$ cat config.mk
export PLATFORM = sky130hd
export DESIGN_NAME = sbpc_top
export DESIGN_NICKNAME = d
export VERILOG_FILES = /design/src/sbpc_sync.v /design/src/sbpc_top.v
export VERILOG_INCLUDE_DIRS = /design/src /design/src/src
export SDC_FILE = /design/constraint.sdc
export NUM_CORES = 1
export LEC_CHECK = 0
export ABC_AREA = 1
export BUFFER_PORTS_ARGS = -buffer_cell sky130_fd_sc_hd__buf_2
export CORE_MARGIN = 4
export CORE_UTILIZATION = 64
export CTS_BUF_LIST = sky130_fd_sc_hd__clkbuf_4 sky130_fd_sc_hd__clkbuf_8
export DETAILED_ROUTE_END_ITERATION = 16
export GPL_TIMING_DRIVEN = 0
export PLACE_DENSITY = 0.87
export SETUP_SLACK_MARGIN = 0.15
export SKIP_CTS_REPAIR_TIMING = 1
export SLEW_MARGIN = 30
export SYNTH_ARGS = -nofsm -noshare
export SYNTH_HDL_FRONTEND = slang
export SYNTH_SLANG_ARGS = --single-unit
$ cat constraint.sdc
create_clock -name i_clk_sys -period 2.5 [get_ports i_clk_sys]
set_clock_uncertainty 0.15 [all_clocks]
set_input_delay 0.25 -clock i_clk_sys [delete_from_list [all_inputs] [get_ports i_clk_sys]]
set_output_delay 0.25 -clock i_clk_sys [all_outputs]
set_load 0.02 [all_outputs]
$ cat src/sbpc_map.vh
// sbpc_map.vh: constants for the serial bitstream programming controller
// assumes inclusion by the design and bench files of this block only
// Contract
// - serial pins shared by controller and user logic
// - mode pin picks master or slave role
// - enable pin tri-states mosi, miso, ss, clk
// - auto update: newer flash image programs device
// - auto program: blank device loads flash image
// - interrupted update recovers from golden image
// - suspend bit holds controller in triple latch
// - suspend shown to user; reset holds idle so no fetch starts, a load already under way runs on
`ifndef SBPC_MAP_VH
`define SBPC_MAP_VH
// loader state codes
`define SBPC_ST_IDLE 3'h0
`define SBPC_ST_CHECK 3'h1
`define SBPC_ST_LOAD 3'h2
`define SBPC_ST_DONE 3'h3
`define SBPC_ST_SLAVE 3'h4
// image select codes
`define SBPC_IMG_NEW 2'h0
`define SBPC_IMG_FIRST 2'h1
`define SBPC_IMG_GOLDEN 2'h2
// settle time after power-up before the flash check, ns
`define SBPC_SETTLE_NS 100
`define SBPC_CLK_NS 5
`define SBPC_SETTLE_CYC ((`SBPC_SETTLE_NS + `SBPC_CLK_NS - 1) / `SBPC_CLK_NS)
// serial clock divider, system cycles per half period
`define SBPC_SCK_HALF 4'h4
`endif

$ cat src/sbpc_sync.v
// sbpc_sync.v: two flip-flop level synchroniser, parameterised width
// assumes the input is asynchronous to i_clk_sys
`timescale 1ns/1ps
module sbpc_sync #(
  parameter W = 1
) (
  // clock and reset
  input wire i_clk_sys,
  input wire i_rstn,
  // levels
  input wire [W-1:0] i_async,
  output wire [W-1:0] o_sync
);
  reg [W-1:0] meta_ff; // first stage, read only by the second
  reg [W-1:0] sync_ff; // second stage

  // plain two-stage capture
  always @(posedge i_clk_sys or negedge i_rstn)
  begin
    if (!i_rstn)
    begin
      meta_ff <= {W{1'b0}};
      sync_ff <= {W{1'b0}};
    end
    else
    begin
      meta_ff <= i_async;
      sync_ff <= meta_ff;
    end
  end

  assign o_sync = sync_ff;
endmodule

$ cat src/sbpc_top.v
// sbpc_top.v: power-up loader and serial pin arbiter for programming
// assumes i_rstn is the power-up reset; pins arrive asynchronous
`timescale 1ns/1ps
`include "sbpc_map.vh"
module sbpc_top #(
  parameter SETTLE = `SBPC_SETTLE_CYC,
  parameter IMG_BYTES = 16
) (
  // clock and reset
  input wire i_clk_sys,
  input wire i_rstn,
  // strap and mode pins
  input wire i_mode_master,
  input wire i_port_enable_n,
  input wire i_auto_update,
  input wire i_auto_program,
  input wire i_device_blank,
  input wire i_update_aborted,
  input wire i_suspend_bit,
  input wire i_jtag_trst_n,
  // flash status from serial link
  input wire i_flash_newer,
  input wire i_flash_present,
  // serial pins, split into in, out, enable
  input wire i_sck,
  output wire o_sck,
  output wire o_sck_oe,
  input wire i_ss_n,
  output wire o_ss_n,
  output wire o_ss_n_oe,
  input wire i_mosi,
  output wire o_mosi,
  output wire o_mosi_oe,
  input wire i_miso,
  output wire o_miso,
  output wire o_miso_oe,
  // user serial port macro
  input wire i_usr_sck,
  input wire i_usr_ss_n,
  input wire i_usr_mosi,
  input wire i_usr_oe,
  output wire o_usr_miso,
  output wire o_usr_grant,
  // status
  output wire o_busy,
  output wire o_done,
  output wire [1:0] o_image,
  output wire o_suspend,
  output wire o_ctrl_reset,
  output wire o_slave_rx_bit,
  output wire o_slave_rx_vld
);
  // last bit index of a load, cut to the counter width on purpose
  localparam [31:0] LAST_BIT32 = IMG_BYTES * 8 - 1;
  localparam [15:0] LAST_BIT = LAST_BIT32[15:0];
  wire mode_m, en_n, auto_up, auto_pr, blank, aborted, susp_b, trst_n, newer, present;
  wire sck_s, ss_s, mosi_s, miso_s;
  reg [2:0] st_ff, nxt_st;
  reg [1:0] img_ff, nxt_img;
  reg [15:0] cnt_ff, nxt_cnt;
  reg [2:0] susp_ff; // triple redundant latch copies
  reg sck_ff, sck_d_ff, rx_bit_ff, rx_vld_ff, miso_ff;
  reg [3:0] div_ff;
  wire susp_vote;
  wire sck_rise;

  // all asynchronous pins through two flops
  sbpc_sync #(.W(14)) u_sync (
    .i_clk_sys(i_clk_sys),
    .i_rstn(i_rstn),
    .i_async({i_mode_master, i_port_enable_n, i_auto_update, i_auto_program, i_device_blank,
      i_update_aborted, i_suspend_bit, i_jtag_trst_n, i_flash_newer, i_flash_present,
      i_sck, i_ss_n, i_mosi, i_miso}),
    .o_sync({mode_m, en_n, auto_up, auto_pr, blank, aborted, susp_b, trst_n, newer, present,
      sck_s, ss_s, mosi_s, miso_s})
  );
  // majority of three latch copies
  function vote3;
    input [2:0] v;
    begin
      vote3 = (v[0] & v[1]) | (v[1] & v[2]) | (v[0] & v[2]);
    end
  endfunction
  assign susp_vote = vote3(susp_ff);

  // suspend latch: set from nonvolatile bit, released only when trst rises
  always @(posedge i_clk_sys or negedge i_rstn)
  begin
    if (!i_rstn)
      susp_ff <= 3'h0;
    else if (susp_b && !trst_n)
      susp_ff <= 3'h7;
    else if (trst_n)
      susp_ff <= 3'h0;
    else
      susp_ff <= {3{susp_vote}}; // scrub any single upset
  end
  assign o_suspend = susp_vote;
  assign o_ctrl_reset = susp_vote;

  // loader state machine
  always @*
  begin
    nxt_st = st_ff;
    nxt_img = img_ff;
    nxt_cnt = cnt_ff;
    case (st_ff)
      `SBPC_ST_IDLE:
      begin
        // wait out settle time; held while suspended so no fetch occurs
        if (susp_vote)
          nxt_cnt = 16'h0000;
        else if (cnt_ff < SETTLE[15:0])
          nxt_cnt = cnt_ff + 16'h0001;
        else if (!mode_m)
          nxt_st = `SBPC_ST_SLAVE;
        else
        begin
          nxt_st = `SBPC_ST_CHECK;
          nxt_cnt = 16'h0000;
        end
      end
      `SBPC_ST_CHECK:
      begin
        // recovery outranks update, update outranks first load
        if (aborted && present)
        begin
          nxt_img = `SBPC_IMG_GOLDEN;
          nxt_st = `SBPC_ST_LOAD;
        end
        else if (auto_up && newer)
        begin
          nxt_img = `SBPC_IMG_NEW;
          nxt_st = `SBPC_ST_LOAD;
        end
        else if (auto_pr && blank && present)
        begin
          nxt_img = `SBPC_IMG_FIRST;
          nxt_st = `SBPC_ST_LOAD;
        end
        else
          nxt_st = `SBPC_ST_DONE;
      end
      `SBPC_ST_LOAD:
      begin
        // one byte per eight divided serial clocks
        if (en_n)
          nxt_st = `SBPC_ST_DONE;
        else if (div_ff == 4'h0 && sck_ff)
        begin
          if (cnt_ff == LAST_BIT)
            nxt_st = `SBPC_ST_DONE;
          else
            nxt_cnt = cnt_ff + 16'h0001;
        end
      end
      `SBPC_ST_DONE:
        nxt_st = `SBPC_ST_DONE;
      `SBPC_ST_SLAVE:
        nxt_st = `SBPC_ST_SLAVE;
      default:
        nxt_st = `SBPC_ST_IDLE;
    endcase
  end

  // state registers
  always @(posedge i_clk_sys or negedge i_rstn)
  begin
    if (!i_rstn)
    begin
      st_ff <= `SBPC_ST_IDLE;
      img_ff <= `SBPC_IMG_NEW;
      cnt_ff <= 16'h0000;
    end
    else
    begin
      st_ff <= nxt_st;
      img_ff <= nxt_img;
      cnt_ff <= nxt_cnt;
    end
  end

  // master serial clock divider, runs only while loading
  always @(posedge i_clk_sys or negedge i_rstn)
  begin
    if (!i_rstn)
    begin
      div_ff <= 4'h0;
      sck_ff <= 1'b0;
    end
    else if (st_ff != `SBPC_ST_LOAD)
    begin
      div_ff <= 4'h0;
      sck_ff <= 1'b0;
    end
    else if (div_ff == `SBPC_SCK_HALF - 4'h1)
    begin
      div_ff <= 4'h0;
      sck_ff <= ~sck_ff;
    end
    else
      div_ff <= div_ff + 4'h1;
  end

  // slave receive: sample mosi on rising link clock edges
  assign sck_rise = sck_s & ~sck_d_ff;
  always @(posedge i_clk_sys or negedge i_rstn)
  begin
    if (!i_rstn)
    begin
      sck_d_ff <= 1'b0;
      rx_bit_ff <= 1'b0;
      rx_vld_ff <= 1'b0;
      miso_ff <= 1'b0;
    end
    else
    begin
      sck_d_ff <= sck_s;
      rx_vld_ff <= (st_ff == `SBPC_ST_SLAVE) && !ss_s && sck_rise && !en_n;
      if (sck_rise)
        rx_bit_ff <= mosi_s;
      miso_ff <= miso_s;
    end
  end
  assign o_slave_rx_bit = rx_bit_ff;
  assign o_slave_rx_vld = rx_vld_ff;

  // controller busy while idle, checking or loading; user only when done
  assign o_busy = (st_ff == `SBPC_ST_CHECK) || (st_ff == `SBPC_ST_LOAD) || (st_ff == `SBPC_ST_IDLE);
  assign o_usr_grant = !o_busy && !en_n && (st_ff == `SBPC_ST_DONE);
  assign o_done = (st_ff == `SBPC_ST_DONE);
  assign o_image = img_ff;

  // pin drivers, all released while enable pin deasserted
  assign o_sck = o_usr_grant ? i_usr_sck : sck_ff;
  assign o_ss_n = o_usr_grant ? i_usr_ss_n : (st_ff != `SBPC_ST_LOAD);
  assign o_mosi = o_usr_grant ? i_usr_mosi : 1'b0;
  assign o_miso = rx_bit_ff;
  assign o_sck_oe = !en_n && ((st_ff == `SBPC_ST_LOAD) || (o_usr_grant && i_usr_oe));
  assign o_ss_n_oe = o_sck_oe;
  assign o_mosi_oe = o_sck_oe;
  assign o_miso_oe = !en_n && (st_ff == `SBPC_ST_SLAVE) && !ss_s;
  assign o_usr_miso = miso_ff;
endmodule

==> impl_metrics.tcl <==
set metrics [dict create \
    yosys_warnings 0 \
    async_flop_share_pct 100 \
    synthFlopType "dfrtp_1" \
    rsz0062_at_grt "false" \
    drc 0 \
    synth_mux_area_share_pct 0.406 \
    seq_area_sq_um 1480 \
    synth-xor-area-share_pct 1.58 \
    power.total_uw 3160 \
    r2r_slack_ns 0.58 \
    coreArea_sq_um 4090 \
    pre_cts_slack_ns 0.626 \
    gp_congestion 0.857 \
    grt_overflow 0 \
    cts.sinks 59 \
    cts_buffer_depth 2 \
    io-pin-count 38 \
    post-synth-top-count-cell "nand2_1" \
    wl_met1_mm 2.57 \
    syn-instance-count 333 \
    slew_headroom_pct 52.2 \
    status "complete, no violations" \
    powerDensity_nw_per_um2 933 \
    initial_core_util_pct 67.9 \
    grt_util_all_layers_pct 25.7 \
    period_minus_slack_ns 2.23 \
    grt_max_degree 60 \
    areaGrowthSynthToFinish_pct 21.9 \
    insertedDiodeCount 0 \
    multi_input_area_sq_um 1110 \
    yosys-top-cells-area "dfrtp_1, nand2_1, nor2_1" \
    reg2regPathDepth 8 \
    final_layout_size_suffix_gt1_share_pct 20.7 \
    r2r-end "cnt_ff[8]" \
    finalWorstSetupSlack_ns 0.272 \
    tightestPinTransition_ns 0.716 \
    wl_met2_mm 3.50 \
    via_per_inst 5.37 \
    r2r-start "cnt_ff[0]" \
    ir_drop_mv 0.660 \
    io_buffer_count 37 \
    num-fill-cells 241 \
    clock-root-buffer "clkbuf_8" \
    setup_tns_ns 0 \
    cts_buffers 9 \
    maxCapViolations 0 \
    grt_pass1_wl_mm 10.2 \
    synth_area_sq_um 2770 \
    ys_seq_area_share_pct 53.2 \
    fmax_ghz 0.449 \
    synth.avg_cell_area_sq_um 8.33 \
    finalMaxSlewViolations 0 \
    drt_iter0_drc 193 \
    topRoutingLayerUsed "met4" \
    start_kind "register" \
    min_from "u_sync.meta_ff[6]" \
    dr_wl_met3_um 375 \
    power.leakage_uw 0.00167 \
    detail-route-antenna-nets 0 \
    whs_path_depth 0 \
    dieArea_sq_um 5450 \
    final_nets 419 \
    syn-num-nets 356 \
    synth_top_family_by_area "simple AND/OR/NAND/NOR gates" \
    post_dp_cell_area_sq_um 3020 \
    crit_arrival_ns 1.83 \
    die_w_um 73.8 \
    ys_ff_latch 59 \
    first_global_vias 2196 \
    yosys.area_share.adder_pct 1.35 \
    drt_wl_total_mm 6.61 \
    whs_ns 0.199 \
    first_pass_iters 6 \
    synth_compound_area_share_pct 4.15 \
    hpwl_mm 4.04 \
    yosys.cell_types.count 26 \
    fin_area_sq_um 3380 \
    min_delay_worst_endpoint "u_sync.o_sync[6]" \
    synth-simple-area-share_pct 32.3 \
    worstPathMaxFanout 5 \
    chipHeight_um 73.8 \
    cp.required_ns 2.10 \
    rows 23 \
    fin_crit_sh_pct 89.1 \
    clock_latency_ns 0.34 \
    cts_tree "built" \
    yosys.area.top_type "dfrtp_1" \
    setup_violations 0 \
    synth_commonest_cells "nand2_1, dfrtp_1, nor2_1, inv_1, nand3_1" \
    hold_viol 0 \
    wl_per_cell_um 14.7 \
    min_path_type "register to register" \
    synth_top_cell_area_share_pct 53.2 \
    cp-end-kind "output port" \
    clkTransAtPathRegs_ns 0.07 \
    path_class "register to output port" \
    num_vias 2423 \
    htreeDepth 3 \
    synth-edff-count 0 \
    antenna_found_initial 0 \
]
## routing by layer
metal | track usage, % | vias to the layer above
li1 | - | 1154
met1 | 29.8 | 1161
met2 | 43.6 | 89
met3 | 7.80 | 19
met4 | 11.5 | 0
met5 | 0 | -
## stage by stage
step | cells | utilization, %
final | 451 | 82.8
after floorplan | 333 | -
after global routing | 451 | 82.8
after global placement | 420 | 73.9
after detailed placement | 420 | 74.0
after CTS | 436 | 78.9
## kinds of logic after synthesis
logic type               count (synthesis)
multiplexers                             1
flip-flops                              59
AO/OA/AOI/OAI                           22
adder cells (fa/ha/maj)                  3
buffers and inverters                   42
XOR/XNOR                                 5
AND/OR/NAND/NOR                        201
## sequential cells by signal, indices dropped and copies added, names as in the netlist
register        count
o_usr_miso          1
cnt_ff             16
o_slave_rx_vld      1
div_ff              4
st_ff               3
u_sync.meta_ff     14
o_image             2
o_miso              1
sck_d_ff            1
u_sync.o_sync      14
sck_ff              1
susp_ff             1
## worst max path at each step
stage / startpoint / end / slack, ns / depth (start not counted)
CTS: st_ff[0] / o_ss_n_oe / 0.19 / 8
detailed placement: st_ff[0] / o_ss_n_oe / 0.63 / 8
finish: st_ff[2] / o_sck_oe / 0.27 / 9
global route: st_ff[2] / o_ss_n_oe / 0.20 / 9
global placement: st_ff[2] / o_ss_n_oe / 0.67 / 9
floorplan: st_ff[2] / o_sck_oe / 0.38 / 8
## critical path: stages, from the launching register on
cell,delay (ns)
dfrtp_1,0.43
inv_2,0.12
nand2_4,0.08
nor2_2,0.15
nand2_1,0.13
inv_1,0.13
nand2_1,0.08
nand2_2,0.10
buf_4,0.11
buf_2,0.14
## where the power goes
group / internal [uW] / total, uW / switching [uW]
Sequential: 1050 / 1150 / 103
Combinational: 392 / 1110 / 719
Clock: 487 / 890 / 403
## layout by cell type (no fill, tap or decap), types with 9 or more instances in the layout
master and n:
a21oi_1 11, buf_2 36, clkbuf_8 10, dfrtp_1 58, dlygate4sd3_1 15, inv_1 32
nand2_1 114, nand3_1 20, nor2_1 42, o21ai_0 9
## area by class of cell
type,count,share of cell area [%]
Multi-Input combinational cell,232,32.7
Timing Repair Buffer,52,9.99
Buffer,8,2.00
Inverter,34,3.77
Sequential cell,59,43.7
Tap cell,50,1.85
Clock buffer,10,4.07
Clock inverter,6,1.89
(Power assumes the default switching activity.)
